==> config.mk <==
export PLATFORM = sky130hd
export DESIGN_NAME = lioreg_bank
export DESIGN_NICKNAME = d
export VERILOG_FILES = /design/src/common/lioreg_pkg.sv /design/src/common/lioreg_acc_if.sv /design/src/design/lioreg_bitop.sv /design/src/design/lioreg_bank.sv
export SDC_FILE = /design/constraint.sdc
export NUM_CORES = 1
export LEC_CHECK = 0
export BUFFER_PORTS_ARGS = -buffer_cell sky130_fd_sc_hd__buf_2
export CORE_UTILIZATION = 33
export DETAILED_ROUTE_END_ITERATION = 10
export GPL_TIMING_DRIVEN = 0
export SLEW_MARGIN = 20
export SYNTH_ARGS = -nofsm -noshare
export SYNTH_HDL_FRONTEND = slang
export SYNTH_SLANG_ARGS = --single-unit
==> constraint.sdc <==
create_clock -name clock_i -period 2.45 [get_ports clock_i]
set_input_delay 0 -clock clock_i [delete_from_list [all_inputs] [get_ports clock_i]]
set_output_delay 0 -clock clock_i [all_outputs]
set_load 0.02 [all_outputs]
==> src/common/lioreg_pkg.sv <==
// ****************************************************************
// Low I/O register bank constants
// ****************************************************************
package lioreg_pkg;

    // ************************************************************
    // Sizes
    // ************************************************************
    localparam int LIO_AW = 6;
    localparam int LIO_DW = 8;
    localparam int LIO_BW = 3;
    localparam int LIO_NREG = 64;
    localparam int LIO_PORT_W = 4;
    localparam int LIO_SENSE_W = 2;
    localparam int LIO_CHAN_W = 2;
    localparam int LIO_TRIG_W = 3;
    localparam int LIO_SYNC_W = 5;

    typedef logic [LIO_AW-1:0] lio_addr_t;
    typedef logic [LIO_DW-1:0] lio_byte_t;
    typedef logic [LIO_BW-1:0] lio_bit_t;

    // Highest address that takes single-bit set, clear and test
    localparam lio_addr_t LIO_BIT_ACCESS_TOP = 6'h1f;

    // ************************************************************
    // Register offsets
    // ************************************************************
    localparam lio_addr_t OFS_PORT_B_PIN_INPUT = 6'h00;
    localparam lio_addr_t OFS_PORT_B_DIRECTION = 6'h01;
    localparam lio_addr_t OFS_PORT_B_OUTPUT_VALUE = 6'h02;
    localparam lio_addr_t OFS_PORT_B_PULLUP_ENABLE = 6'h03;
    localparam lio_addr_t OFS_PORT_CONTROL = 6'h0c;
    localparam lio_addr_t OFS_PIN_CHANGE_MASK = 6'h10;
    localparam lio_addr_t OFS_PIN_CHANGE_FLAG = 6'h11;
    localparam lio_addr_t OFS_PIN_CHANGE_IRQ_CONTROL = 6'h12;
    localparam lio_addr_t OFS_EXT_IRQ_MASK = 6'h13;
    localparam lio_addr_t OFS_EXT_IRQ_FLAG = 6'h14;
    localparam lio_addr_t OFS_EXT_IRQ_SENSE_CONTROL = 6'h15;
    localparam lio_addr_t OFS_DIGITAL_INPUT_DISABLE = 6'h17;
    localparam lio_addr_t OFS_CONVERTER_RESULT = 6'h19;
    localparam lio_addr_t OFS_CONVERTER_CHANNEL_SELECT = 6'h1b;
    localparam lio_addr_t OFS_CONVERTER_TRIGGER_SELECT = 6'h1c;
    localparam lio_addr_t OFS_CONVERTER_CONTROL_STATUS = 6'h1d;
    localparam lio_addr_t OFS_COMPARATOR_CONTROL_STATUS = 6'h1f;
    localparam lio_addr_t OFS_TIMER_CAPTURE_LOW = 6'h22;
    localparam lio_addr_t OFS_TIMER_CAPTURE_HIGH = 6'h23;
    localparam lio_addr_t OFS_TIMER_COMPARE_B_LOW = 6'h24;
    localparam lio_addr_t OFS_TIMER_COMPARE_B_HIGH = 6'h25;
    localparam lio_addr_t OFS_TIMER_COMPARE_A_LOW = 6'h26;
    localparam lio_addr_t OFS_TIMER_COMPARE_A_HIGH = 6'h27;
    localparam lio_addr_t OFS_TIMER_COUNT_LOW = 6'h28;
    localparam lio_addr_t OFS_TIMER_COUNT_HIGH = 6'h29;
    localparam lio_addr_t OFS_TIMER_IRQ_FLAG = 6'h2a;

    // ************************************************************
    // Field positions and reset value
    // ************************************************************
    localparam lio_bit_t BIT_CMP_OUT = 3'h5;
    localparam lio_bit_t BIT_CMP_EVENT = 3'h4;
    localparam lio_bit_t BIT_CONV_START = 3'h6;
    localparam lio_bit_t BIT_CONV_DONE = 3'h4;
    localparam lio_bit_t BIT_TMR_CAPTURE = 3'h5;
    localparam lio_bit_t BIT_TMR_MATCH_B = 3'h2;
    localparam lio_bit_t BIT_TMR_MATCH_A = 3'h1;
    localparam lio_bit_t BIT_TMR_OVERFLOW = 3'h0;
    localparam lio_bit_t BIT_SINGLE_FLAG = 3'h0;
    localparam lio_bit_t BIT_BREAK_BEFORE_MAKE = 3'h1;
    localparam lio_byte_t LIO_RESET_VALUE = 8'h00;
    localparam lio_byte_t LIO_ALL = 8'hff;

    // ************************************************************
    // Bit kinds per address: plain read/write, write-one-to-clear,
    // hardware loaded (read only). Anything else reads as zero.
    // ************************************************************
    function automatic lio_byte_t lio_rw_mask(input lio_addr_t a);
        lio_byte_t m;
        m = 8'h00;
        if (a == OFS_PORT_B_DIRECTION || a == OFS_PORT_B_OUTPUT_VALUE ||
            a == OFS_PORT_B_PULLUP_ENABLE || a == OFS_PIN_CHANGE_MASK ||
            a == OFS_DIGITAL_INPUT_DISABLE)
            m = 8'h0f;
        else if (a == OFS_PORT_CONTROL)
            m = 8'h02;
        else if (a == OFS_PIN_CHANGE_IRQ_CONTROL || a == OFS_EXT_IRQ_MASK)
            m = 8'h01;
        else if (a == OFS_EXT_IRQ_SENSE_CONTROL || a == OFS_CONVERTER_CHANNEL_SELECT)
            m = 8'h03;
        else if (a == OFS_CONVERTER_TRIGGER_SELECT)
            m = 8'h07;
        else if (a == OFS_CONVERTER_CONTROL_STATUS)
            m = 8'hef;
        else if (a == OFS_COMPARATOR_CONTROL_STATUS)
            m = 8'h8f;
        else if (a >= OFS_TIMER_CAPTURE_LOW && a <= OFS_TIMER_COUNT_HIGH)
            m = 8'hff;
        return m;
    endfunction : lio_rw_mask

    function automatic lio_byte_t lio_w1c_mask(input lio_addr_t a);
        lio_byte_t m;
        m = 8'h00;
        if (a == OFS_PIN_CHANGE_FLAG || a == OFS_EXT_IRQ_FLAG)
            m = 8'h01;
        else if (a == OFS_CONVERTER_CONTROL_STATUS || a == OFS_COMPARATOR_CONTROL_STATUS)
            m = 8'h10;
        else if (a == OFS_TIMER_IRQ_FLAG)
            m = 8'h27;
        return m;
    endfunction : lio_w1c_mask

    function automatic lio_byte_t lio_ro_mask(input lio_addr_t a);
        lio_byte_t m;
        m = 8'h00;
        if (a == OFS_PORT_B_PIN_INPUT)
            m = 8'h0f;
        else if (a == OFS_CONVERTER_RESULT)
            m = 8'hff;
        else if (a == OFS_COMPARATOR_CONTROL_STATUS)
            m = 8'h20;
        return m;
    endfunction : lio_ro_mask

endpackage : lioreg_pkg

==> src/common/lioreg_acc_if.sv <==
`timescale 1ns/1ps
`default_nettype none
// Decoded core write: which bits of which address change, and to what
interface lioreg_acc_if;
    import lioreg_pkg::*;
    logic we;
    lio_addr_t addr;
    lio_byte_t mask;
    lio_byte_t data;
    logic bit_reject;

    modport decoder (output we, output addr, output mask, output data, output bit_reject);
    modport bank (input we, input addr, input mask, input data, input bit_reject);
endinterface : lioreg_acc_if
`default_nettype wire

==> src/design/lioreg_bitop.sv <==
`timescale 1ns/1ps
`default_nettype none
module lioreg_bitop
    import lioreg_pkg::*;
(
    // Core access strobes
    input wire lio_addr_t io_addr_i,
    input wire logic io_wr_i,
    input wire logic io_bset_i,
    input wire logic io_bclr_i,
    input wire logic io_btst_i,
    input wire lio_bit_t io_bit_i,
    input wire lio_byte_t io_wdata_i,
    // Decoded write
    lioreg_acc_if.decoder acc
);
    // ************************************************************
    // Access decode
    // ************************************************************
    logic in_bit_range;
    logic bit_op;
    lio_byte_t one_hot;

    // Bit ops only reach the low range; above it they are dropped
    assign in_bit_range = io_addr_i <= LIO_BIT_ACCESS_TOP;
    assign bit_op = io_bset_i || io_bclr_i;
    assign one_hot = 8'h01 << io_bit_i;

    // A byte write wins over a bit op if the core ever raises both
    assign acc.we = io_wr_i || (bit_op && in_bit_range);
    assign acc.addr = io_addr_i;
    // Bit ops touch one bit only, so a written one never lands on a flag beside it
    assign acc.mask = io_wr_i ? LIO_ALL : one_hot;
    assign acc.data = io_wr_i ? io_wdata_i : (io_bset_i ? LIO_ALL : 8'h00);
    assign acc.bit_reject = !io_wr_i && (bit_op || io_btst_i) && !in_bit_range;
endmodule : lioreg_bitop
`default_nettype wire

==> src/design/lioreg_bank.sv <==
`timescale 1ns/1ps
`default_nettype none
module lioreg_bank
    import lioreg_pkg::*;
(
    // Clock and reset
    input wire logic clock_i,
    input wire logic rst_n_i,
    // Core access
    input wire lio_addr_t io_addr_i,
    input wire logic io_wr_i,
    input wire logic io_rd_i,
    input wire logic io_bset_i,
    input wire logic io_bclr_i,
    input wire logic io_btst_i,
    input wire lio_bit_t io_bit_i,
    input wire lio_byte_t io_wdata_i,
    output logic [LIO_DW-1:0] io_rdata_o,
    output logic io_bit_val_o,
    output logic io_reject_o,
    // Asynchronous inputs
    input wire logic [LIO_PORT_W-1:0] port_b_pin_i,
    input wire logic cmp_out_i,
    // Peripheral events, same clock
    input wire logic cmp_event_i,
    input wire logic pin_chg_event_i,
    input wire logic ext_irq_event_i,
    input wire logic conv_done_i,
    input wire lio_byte_t conv_result_i,
    input wire logic tmr_overflow_i,
    input wire logic tmr_match_a_i,
    input wire logic tmr_match_b_i,
    input wire logic tmr_capture_i,
    input wire logic [2*LIO_DW-1:0] tmr_capture_val_i,
    input wire logic tmr_count_ld_i,
    input wire logic [2*LIO_DW-1:0] tmr_count_i,
    // Register contents towards the peripherals
    output logic [LIO_PORT_W-1:0] port_b_dir_o,
    output logic [LIO_PORT_W-1:0] port_b_out_o,
    output logic [LIO_PORT_W-1:0] port_b_pullup_o,
    output logic port_break_before_make_o,
    output logic [LIO_PORT_W-1:0] pin_chg_mask_o,
    output logic pin_chg_flag_o,
    output logic pin_chg_irq_en_o,
    output logic ext_irq_en_o,
    output logic ext_irq_flag_o,
    output logic [LIO_SENSE_W-1:0] ext_irq_sense_o,
    output logic [LIO_PORT_W-1:0] dig_in_dis_o,
    output logic [LIO_CHAN_W-1:0] conv_chan_o,
    output logic [LIO_TRIG_W-1:0] conv_trig_o,
    output logic [LIO_DW-1:0] conv_ctrl_o,
    output logic [LIO_DW-1:0] cmp_ctrl_o,
    output logic [2*LIO_DW-1:0] tmr_capture_o,
    output logic [2*LIO_DW-1:0] tmr_cmp_a_o,
    output logic [2*LIO_DW-1:0] tmr_cmp_b_o,
    output logic [2*LIO_DW-1:0] tmr_count_o,
    output logic [LIO_DW-1:0] tmr_flags_o
);

    // ************************************************************
    // Access decode
    // ************************************************************
    lioreg_acc_if acc ();

    lioreg_bitop u_bitop (
        .io_addr_i (io_addr_i),
        .io_wr_i (io_wr_i),
        .io_bset_i (io_bset_i),
        .io_bclr_i (io_bclr_i),
        .io_btst_i (io_btst_i),
        .io_bit_i (io_bit_i),
        .io_wdata_i (io_wdata_i),
        .acc (acc.decoder)
    );

    // ************************************************************
    // Input synchronisers
    // ************************************************************
    logic [LIO_SYNC_W-1:0] sync_raw;
    logic [LIO_SYNC_W-1:0] sync1_q;
    logic [LIO_SYNC_W-1:0] sync2_q;
    logic [LIO_SYNC_W-1:0] sync3_q;
    logic [LIO_SYNC_W-1:0] stable_q;
    logic [LIO_SYNC_W-1:0] stable_d;
    logic [LIO_SYNC_W-1:0] disagree;

    assign sync_raw = {cmp_out_i, port_b_pin_i};

    // A bit only moves once stages two and three agree, which rejects a
    // level caught mid-change at the cost of one extra cycle of delay
    assign disagree = sync2_q ^ sync3_q;
    assign stable_d = (sync3_q & ~disagree) | (stable_q & disagree);

    always_ff @(posedge clock_i)
    begin
        if (!rst_n_i)
        begin
            sync1_q <= '0;
            sync2_q <= '0;
            sync3_q <= '0;
            stable_q <= '0;
        end
        else
        begin
            sync1_q <= sync_raw;
            sync2_q <= sync1_q;
            sync3_q <= sync2_q;
            stable_q <= stable_d;
        end
    end

    // ************************************************************
    // Hardware updates per address
    // ************************************************************
    lio_byte_t hw_set [LIO_NREG];
    lio_byte_t hw_clr [LIO_NREG];
    lio_byte_t hw_ldm [LIO_NREG];
    lio_byte_t hw_ldd [LIO_NREG];

    // Routes each peripheral event to the bits it sets, clears or loads
    always_comb
    begin
        for (int i = 0; i < LIO_NREG; i++)
        begin
            hw_set[i] = 8'h00;
            hw_clr[i] = 8'h00;
            hw_ldm[i] = 8'h00;
            hw_ldd[i] = 8'h00;
        end
        hw_ldm[OFS_PORT_B_PIN_INPUT] = LIO_ALL;
        hw_ldd[OFS_PORT_B_PIN_INPUT] = 8'(stable_q[LIO_PORT_W-1:0]);
        hw_ldm[OFS_COMPARATOR_CONTROL_STATUS] = 8'h01 << BIT_CMP_OUT;
        hw_ldd[OFS_COMPARATOR_CONTROL_STATUS] = 8'(stable_q[LIO_PORT_W]) << BIT_CMP_OUT;
        hw_set[OFS_COMPARATOR_CONTROL_STATUS] = 8'(cmp_event_i) << BIT_CMP_EVENT;
        hw_set[OFS_PIN_CHANGE_FLAG] = 8'(pin_chg_event_i) << BIT_SINGLE_FLAG;
        hw_set[OFS_EXT_IRQ_FLAG] = 8'(ext_irq_event_i) << BIT_SINGLE_FLAG;
        hw_ldm[OFS_CONVERTER_RESULT] = conv_done_i ? LIO_ALL : 8'h00;
        hw_ldd[OFS_CONVERTER_RESULT] = conv_result_i;
        hw_set[OFS_CONVERTER_CONTROL_STATUS] = 8'(conv_done_i) << BIT_CONV_DONE;
        hw_clr[OFS_CONVERTER_CONTROL_STATUS] = 8'(conv_done_i) << BIT_CONV_START;
        hw_set[OFS_TIMER_IRQ_FLAG] = (8'(tmr_capture_i) << BIT_TMR_CAPTURE)
            | (8'(tmr_match_b_i) << BIT_TMR_MATCH_B)
            | (8'(tmr_match_a_i) << BIT_TMR_MATCH_A)
            | (8'(tmr_overflow_i) << BIT_TMR_OVERFLOW);
        hw_ldm[OFS_TIMER_CAPTURE_LOW] = tmr_capture_i ? LIO_ALL : 8'h00;
        hw_ldm[OFS_TIMER_CAPTURE_HIGH] = tmr_capture_i ? LIO_ALL : 8'h00;
        hw_ldd[OFS_TIMER_CAPTURE_LOW] = tmr_capture_val_i[LIO_DW-1:0];
        hw_ldd[OFS_TIMER_CAPTURE_HIGH] = tmr_capture_val_i[2*LIO_DW-1:LIO_DW];
        hw_ldm[OFS_TIMER_COUNT_LOW] = tmr_count_ld_i ? LIO_ALL : 8'h00;
        hw_ldm[OFS_TIMER_COUNT_HIGH] = tmr_count_ld_i ? LIO_ALL : 8'h00;
        hw_ldd[OFS_TIMER_COUNT_LOW] = tmr_count_i[LIO_DW-1:0];
        hw_ldd[OFS_TIMER_COUNT_HIGH] = tmr_count_i[2*LIO_DW-1:LIO_DW];
    end

    // ************************************************************
    // Register storage
    // ************************************************************
    lio_byte_t regs_q [LIO_NREG];

    for (genvar a = 0; a < LIO_NREG; a++)
    begin : g_reg
        localparam lio_byte_t RW_M = lio_rw_mask(LIO_AW'(a));
        localparam lio_byte_t W1C_M = lio_w1c_mask(LIO_AW'(a));
        localparam lio_byte_t IMPL_M = RW_M | W1C_M | lio_ro_mask(LIO_AW'(a));
        logic hit;
        lio_byte_t wr_m;
        lio_byte_t loaded;
        lio_byte_t written;
        lio_byte_t d;

        assign hit = acc.we && (acc.addr == LIO_AW'(a));
        // Reserved addresses and bits have empty masks and so never store
        assign wr_m = hit ? acc.mask : 8'h00;
        // Hardware clear goes first so a start written by the core survives
        assign loaded = ((regs_q[a] & ~hw_ldm[a]) | (hw_ldd[a] & hw_ldm[a])) & ~hw_clr[a];
        // Plain bits take the data, flag bits drop only where a one is written
        assign written = ((loaded & ~(wr_m & RW_M)) | (acc.data & wr_m & RW_M))
            & ~(acc.data & wr_m & W1C_M);
        // A flag event in the clearing cycle wins over the clear
        assign d = (written | hw_set[a]) & IMPL_M;

        always_ff @(posedge clock_i)
        begin
            if (!rst_n_i)
                regs_q[a] <= LIO_RESET_VALUE;
            else
                regs_q[a] <= d;
        end
    end

    // ************************************************************
    // Read, bit test and reject answers
    // ************************************************************
    lio_byte_t rd_sel;
    logic test_ok;

    // Reads see the value before any write of the same cycle
    assign rd_sel = regs_q[io_addr_i];
    assign test_ok = io_btst_i && !acc.bit_reject;

    always_ff @(posedge clock_i)
    begin
        if (!rst_n_i)
        begin
            io_rdata_o <= 8'h00;
            io_bit_val_o <= 1'b0;
            io_reject_o <= 1'b0;
        end
        else
        begin
            if (io_rd_i)
                io_rdata_o <= rd_sel;
            if (io_btst_i)
                io_bit_val_o <= test_ok && rd_sel[io_bit_i];
            io_reject_o <= acc.bit_reject;
        end
    end

    // ************************************************************
    // Register contents out, all straight from the storage flops
    // ************************************************************
    assign port_b_dir_o = regs_q[OFS_PORT_B_DIRECTION][LIO_PORT_W-1:0];
    assign port_b_out_o = regs_q[OFS_PORT_B_OUTPUT_VALUE][LIO_PORT_W-1:0];
    assign port_b_pullup_o = regs_q[OFS_PORT_B_PULLUP_ENABLE][LIO_PORT_W-1:0];
    assign port_break_before_make_o = regs_q[OFS_PORT_CONTROL][BIT_BREAK_BEFORE_MAKE];
    assign pin_chg_mask_o = regs_q[OFS_PIN_CHANGE_MASK][LIO_PORT_W-1:0];
    assign pin_chg_flag_o = regs_q[OFS_PIN_CHANGE_FLAG][BIT_SINGLE_FLAG];
    assign pin_chg_irq_en_o = regs_q[OFS_PIN_CHANGE_IRQ_CONTROL][BIT_SINGLE_FLAG];
    assign ext_irq_en_o = regs_q[OFS_EXT_IRQ_MASK][BIT_SINGLE_FLAG];
    assign ext_irq_flag_o = regs_q[OFS_EXT_IRQ_FLAG][BIT_SINGLE_FLAG];
    assign ext_irq_sense_o = regs_q[OFS_EXT_IRQ_SENSE_CONTROL][LIO_SENSE_W-1:0];
    assign dig_in_dis_o = regs_q[OFS_DIGITAL_INPUT_DISABLE][LIO_PORT_W-1:0];
    assign conv_chan_o = regs_q[OFS_CONVERTER_CHANNEL_SELECT][LIO_CHAN_W-1:0];
    assign conv_trig_o = regs_q[OFS_CONVERTER_TRIGGER_SELECT][LIO_TRIG_W-1:0];
    assign conv_ctrl_o = regs_q[OFS_CONVERTER_CONTROL_STATUS];
    assign cmp_ctrl_o = regs_q[OFS_COMPARATOR_CONTROL_STATUS];
    // Bytes of the 16-bit registers are independent; no shadow byte
    assign tmr_capture_o = {regs_q[OFS_TIMER_CAPTURE_HIGH], regs_q[OFS_TIMER_CAPTURE_LOW]};
    assign tmr_cmp_a_o = {regs_q[OFS_TIMER_COMPARE_A_HIGH], regs_q[OFS_TIMER_COMPARE_A_LOW]};
    assign tmr_cmp_b_o = {regs_q[OFS_TIMER_COMPARE_B_HIGH], regs_q[OFS_TIMER_COMPARE_B_LOW]};
    assign tmr_count_o = {regs_q[OFS_TIMER_COUNT_HIGH], regs_q[OFS_TIMER_COUNT_LOW]};
    assign tmr_flags_o = regs_q[OFS_TIMER_IRQ_FLAG];

endmodule : lioreg_bank
`default_nettype wire

==> results of run 1 <==
## report_power, final
part	switching (W)	internal, W
clock network	0.00124	0.00146
logic	0.000570	0.000323
registers	0.0000619	0.00263
## cells by family (layout without fill, tap and decap cells)
family | Yosys count | in the layout | share of synthesized area (%)
DFF | 157 | 157 | 42.2
and+or+nand+nor | 275 | 275 | 18.0
other | 1 | 6 | 0.0503
muxes | 75 | 75 | 12.2
AOI/OAI and AO/OA | 238 | 238 | 22.2
buffers and inverters | 87 | 372 | 5.42
## cell usage after synthesis, drive strengths merged (9+ instances only)
cell type / count / area (um2)
nor2: 130 / 488
mux2: 12 / 139
a211oi: 82 / 616
o21ai: 18 / 90.1
a221oi: 10 / 106
nor2b: 19 / 119
clkbuf: 46 / 173
nand3: 17 / 85.1
a31oi: 9 / 56.3
inv: 11 / 41.3
buf: 30 / 190
or3: 12 / 75.1
nor3: 23 / 120
dfxtp: 157 / 3140
a21oi: 64 / 320
and2: 23 / 146
mux4: 10 / 236
nand2: 15 / 56.3
a311oi: 17 / 149
mux2i: 53 / 531
## worst paths after layout
check,slack (ns),endpoint,startpoint
setup / recovery,0.03,io_bit_val_o$_SDFFE_PN0P_,register
hold / removal,0.06,register,io_wdata_i[3]
setup reg to reg,0.03,io_bit_val_o$_SDFFE_PN0P_,register
hold reg to reg,0.43,sync2_q[2]$_SDFF_PN0_,sync1_q[2]$_SDFF_PN0_
## placed cells by master, fill, tap and decap left out, types with 22 or more instances in the layout
| cell type | count |
|---|---|
| a211oi_1 | 81 |
| a21oi_1 | 63 |
| and2_1 | 22 |
| buf_2 | 205 |
| clkbuf_1 | 46 |
| dfxtp_1 | 157 |
| dlygate4sd3_1 | 56 |
| mux2i_1 | 53 |
| nor2_1 | 130 |
| nor3_1 | 22 |
## metrics by stage
stage                     total power (W)  utilization, %
after CTS                         0.00627            45.4
after global placement            0.00354            40.0
after detailed placement          0.00354            40.1
final                             0.00628            45.4
after global routing              0.00647            45.4
after floorplan                   0.00319               -
## repair_timing
action,in CTS,in global routing
hold buffers,56,0
setup buffers,0,3
pin swaps,0,2
endpoints found under the setup margin,1,1
hold endpoints to repair,60,0
gates resized for setup,2,1
## worst max-delay path: cells and delay by family (launching register included)
family	cells	cell delay (ns)
muxes	1	0.50
DFF	1	0.33
and+or+nand+nor	2	0.24
AOI/OAI and AO/OA	4	1.23
## final cells by class
type,count,area [um2],share of cell area [%]
clock buffer,18,439,4.40
buffer,76,363,3.64
multi-input combinational,593,3940,39.5
clock inverter,14,148,1.48
sequential,157,3140,31.5
inverter,11,41.3,0.414
tap,280,350,3.51
antenna,1,2.50,0.0251
timing repair buffer,253,1550,15.6
## per-layer routing
layer,GRT usage (%),vias up,part of all wire [%]
li1,-,3626,-
met1,37.1,3786,44
met2,44.0,422,45
met3,6.31,64,8.5
met4,10.7,0,3.2
met5,0,-,0
==> impl_metrics.yaml, run 1 <==
global_route:
  overflow: 0
  grt_pass1_vias: 7634
  antenna_found_initial: 1
  grtUsageTotal_pct: 27.9
  grt_pass1_wl_um: 48000
  grt_max_degree: 17
floorplan:
  rows: 54
  initial_core_util_pct: 33.9
  dieArea_um2: 23200
  die_w_um: 152
  coreArea_um2: 22000
  pin_count: 208
  fp.dieH_um: 152
timing:
  period_needed_ns: 2.42
  relSlewSlack_pct: 24.9
  worst_slack_ns: 0.0271
  period_share_pct: 98.9
  tightestPinTransition_ns: 1.13
  setup-tns-final_ns: 0
  finalSetupViolCount: 0
  finalHoldViolCount: 0
  fin_skew_ns: 0.00867
  drv_slew: 0
  grt_setup_unrepaired: "false"
  hold_ws_ns: 0.0639
  fmax_mhz: 413
synthesis:
  synth-async-reset-ratio_pct: 0
  yosys_warnings: 0
  synth_seq_cells: 157
  yosysUniqueCellTypes: 60
  ys.flop_type: "dfxtp_1"
  avgSynthCellArea_um2: 8.95
  synth_seq_area_share_pct: 42.2
  synthCells: 833
  synth_area_um2: 7450
  synth-edff-count: 0
cts:
  clk_latency_ns: 0.44
  cts_htree_levels: 4
  clock_sinks: 157
  cts_tree: "done"
  cts_buffer_depth: 2
  numCtsBuffers: 17
  cts.clk_slew.worst_paths_ns: 0.07
  clockRootBuffer: "clkbuf_16"
critical_path:
  r2r_cells: 7
  critPathMaxFanout: 3
  cp.arrival_ns: 2.75
  cp_slowest_cell: "mux4_2"
  start_kind: "register"
  slowest_delay_ns: 0.50
  critical_path_class: "reg2reg"
  endpoint_kind: "register"
  crit_chain: "mux4_2 > nand2b_1 > a21oi_1 > a221oi_2 > nor3b_1 > a2111o_1 > o311a_1"
  crit_required_ns: 2.77
finish:
  nets: 1187
  finalInstanceArea_um2: 9980
  fill_cells: 2202
  syn_to_final_growth_pct: 33.9
  fin_cells: 1403
  drive_above_1_share_pct: 25.6
placement:
  dpl_cell_area_um2: 8800
  io_buffers: 194
  gp_congestion: 0.947
  dp_slack_ns: -0.257
  place_inst: 1311
  hpwl_um: 24100
detailed_routing:
  remaining_drc_errors: 20
  drt-initial-drc-count: 769
  vias: 7898
  ant_nets: 0
  viasPerCell: 5.63
  routedWlPerCell_um: 23.2
  first_pass_iters: 10
  drt-total-wl_um: 32600
power:
  ir_worst_vdd_v: 0.000416
  power.leakage_nw: 4.17
  pwr_density_cell_nw_per_um2: 630
status:
  violations: "DRC"
  status: "finished, violations left"
min_path:
  hold_path_depth: 4
  hold_class: "in2reg"
job:
  drv_cap: 0
Note: power is estimated with default switching activity, not from simulation.
==> run 2: changes to the inputs <==
--- a/config.mk
+++ b/config.mk
@@ -9,6 +9,7 @@
 export CORE_UTILIZATION = 33
 export DETAILED_ROUTE_END_ITERATION = 10
 export GPL_TIMING_DRIVEN = 0
+export MAX_ROUTING_LAYER = met4
 export SLEW_MARGIN = 20
 export SYNTH_ARGS = -nofsm -noshare
 export SYNTH_HDL_FRONTEND = slang
==> run 2 against run 1 <==
  * Register-to-register slack gained 0.04 ns
  * Highest routed layer unchanged
  * Global-route usage increased by 0.47 points
  * Critical path depth unchanged
  * Non-clock buffer count decreased by 1
  * Total power decreased by 1.6%
  * Utilization is 0.13 points lower
  * Sequential share of layout area is 0.091 points higher
  * Fmax rose by 1.9%
  * Via count down 0.84%
  * The run still ends with DRC left
  * Clock skew down 0.00089 ns
==> impl_metrics.yaml, run 2 (synthesized netlist as in run 1, its figures left out) <==
timing:
  tightestPinTransition_ns: 1.12
  relSlewSlack_pct: 24.5
  fmax_mhz: 420
  finalHoldViolCount: 0
  drv_slew: 0
  fin_skew_ns: 0.00779
  grt_setup_unrepaired: "false"
  period_needed_ns: 2.38
  finalSetupViolCount: 0
  period_share_pct: 97.1
finish:
  syn_to_final_growth_pct: 33.5
  drive_above_1_share_pct: 25.4
  nets: 1186
  mostFrequentLayoutCell: "buf_2"
  finalInstanceArea_um2: 9950
  layout_common_cells: "buf_2, dfxtp_1, nor2_1"
  num_antenna_cells: 0
global_route:
  antenna_found_initial: 0
  grt_max_degree: 17
  grtUsageTotal_pct: 28.4
  grt_pass1_wl_um: 46900
  overflow: 0
  grt_pass1_vias: 7432
critical_path:
  crit_required_ns: 2.77
  cp.arrival_ns: 2.70
  endpoint_kind: "register"
  critPathMaxFanout: 3
  cp.depth: 7
  critical_path_class: "reg2reg"
  crit_family: "compound AO/OA/AOI/OAI gates"
  slowest_delay_ns: 0.49
  cp-endpoint: "io_bit_val_o$_SDFFE_PN0P_"
  start_kind: "register"
  critical_path_buf_inv_count: 0
  reg2reg_to: "io_bit_val_o$_SDFFE_PN0P_"
  crit_chain: "mux4_2 > nand2b_1 > a21oi_1 > a221oi_2 > nor3b_1 > a2111o_1 > o311a_1"
  r2r_cells: 7
  reg2reg_slack_ns: 0.07
  cp_slowest_cell: "mux4_2"
status:
  violations: "DRC"
  status: "finished, violations left"
cts:
  cts_buffer_depth: 2
  numCtsBuffers: 17
  cts.clk_slew.worst_paths_ns: 0.07
  clockRootBuffer: "clkbuf_16"
  cts_tree: "done"
  cts_htree_levels: 4
  clk_latency_ns: 0.44
  clock_sinks: 157
floorplan:
  rows: 54
  pin_count: 208
  initial_core_util_pct: 33.9
  fp.dieH_um: 152
  coreArea_um2: 22000
  dieArea_um2: 23200
  die_w_um: 152
detailed_routing:
  drt-total-wl_um: 32300
  drt-initial-drc-count: 745
  vias: 7832
  viasPerCell: 5.59
  ant_nets: 0
  remaining_drc_errors: 19
  first_pass_iters: 8
  routedWlPerCell_um: 23.1
placement:
  dpl_cell_area_um2: 8800
  hpwl_um: 24100
  io_buffers: 194
  gp_congestion: 0.953
min_path:
  hold_start: "tmr_count_ld_i"
  hold_class: "in2reg"
power:
  ir_worst_vdd_v: 0.000463
  power.leakage_nw: 4.16
  total_power_w: 0.00619
  pwr_density_cell_nw_per_um2: 622
job:
  drv_cap: 0
-- run 2: layer usage --
layer	GRT usage (%)	vias to the layer above	share of wire, %
met2	42.7	409	44
met5	-	-	0
met1	37.7	3719	44
met3	5.03	76	8.4
li1	-	3628	-
met4	11.3	0	3.3
-- run 2: what timing repair did --
action                                  in CTS  in global routing
endpoints found under the hold margin       60                  0
resized for setup                            1                  2
buffers inserted                             0                  2
pin swaps                                    0                  2
endpoints found under the setup margin       1                  1
hold buffers                                56                  0
-- run 2: tightest hold or removal path, cell delays in order --
cell	delay [ns]
buf_2	0.10
nor2b_1	0.10
a211oi_1	0.07
a211oi_1	0.19
-- run 2: per-stage QoR --
stage | hold slack, ns | TNS (ns) | worst slack (ns) | util [%] | instances
6_report | 0.0720 | 0 | 0.0716 | 45.3 | 1400
3_3_place_gp | 0.205 | -2.08 | -0.280 | 40.0 | 1311
5_1_grt | 0.105 | 0 | 0.00996 | 45.3 | 1400
3_5_place_dp | 0.208 | -1.05 | -0.233 | 40.1 | 1311
4_1_cts | 0.0497 | 0 | 0.0118 | 45.2 | 1398
2_1_floorplan | 0.117 | 0 | 0.305 | - | 837
-- run 2: worst min path at each step --
stage                            endpoint  depth (start not counted)
detailed placement  sync1_q[4]$_SDFF_PN0_                          2
floorplan           regs_q[17][0]$_DFF_P_                          2
global placement    sync1_q[2]$_SDFF_PN0_                          2
global route                     register                          4
finish                           register                          4
CTS                              register                          4
-- run 2: where the power goes --
part	leakage (nW)	switching, W	total [W]	internal (W)
sequential	1.28	0.0000628	0.00269	0.00263
clock	0.273	0.00115	0.00260	0.00146
combinational	2.61	0.000568	0.000889	0.000322
-- run 2: layout make-up --
| cell class | count | area, um2 |
|---|---|---|
| timing repair buffer | 252 | 1550 |
| clock buffer | 20 | 457 |
| tap | 280 | 350 |
| sequential | 157 | 3140 |
| fill | 2166 | 12000 |
| buffer | 76 | 363 |
| multi-input combinational | 593 | 3940 |
| clock inverter | 11 | 111 |
| inverter | 11 | 41.3 |
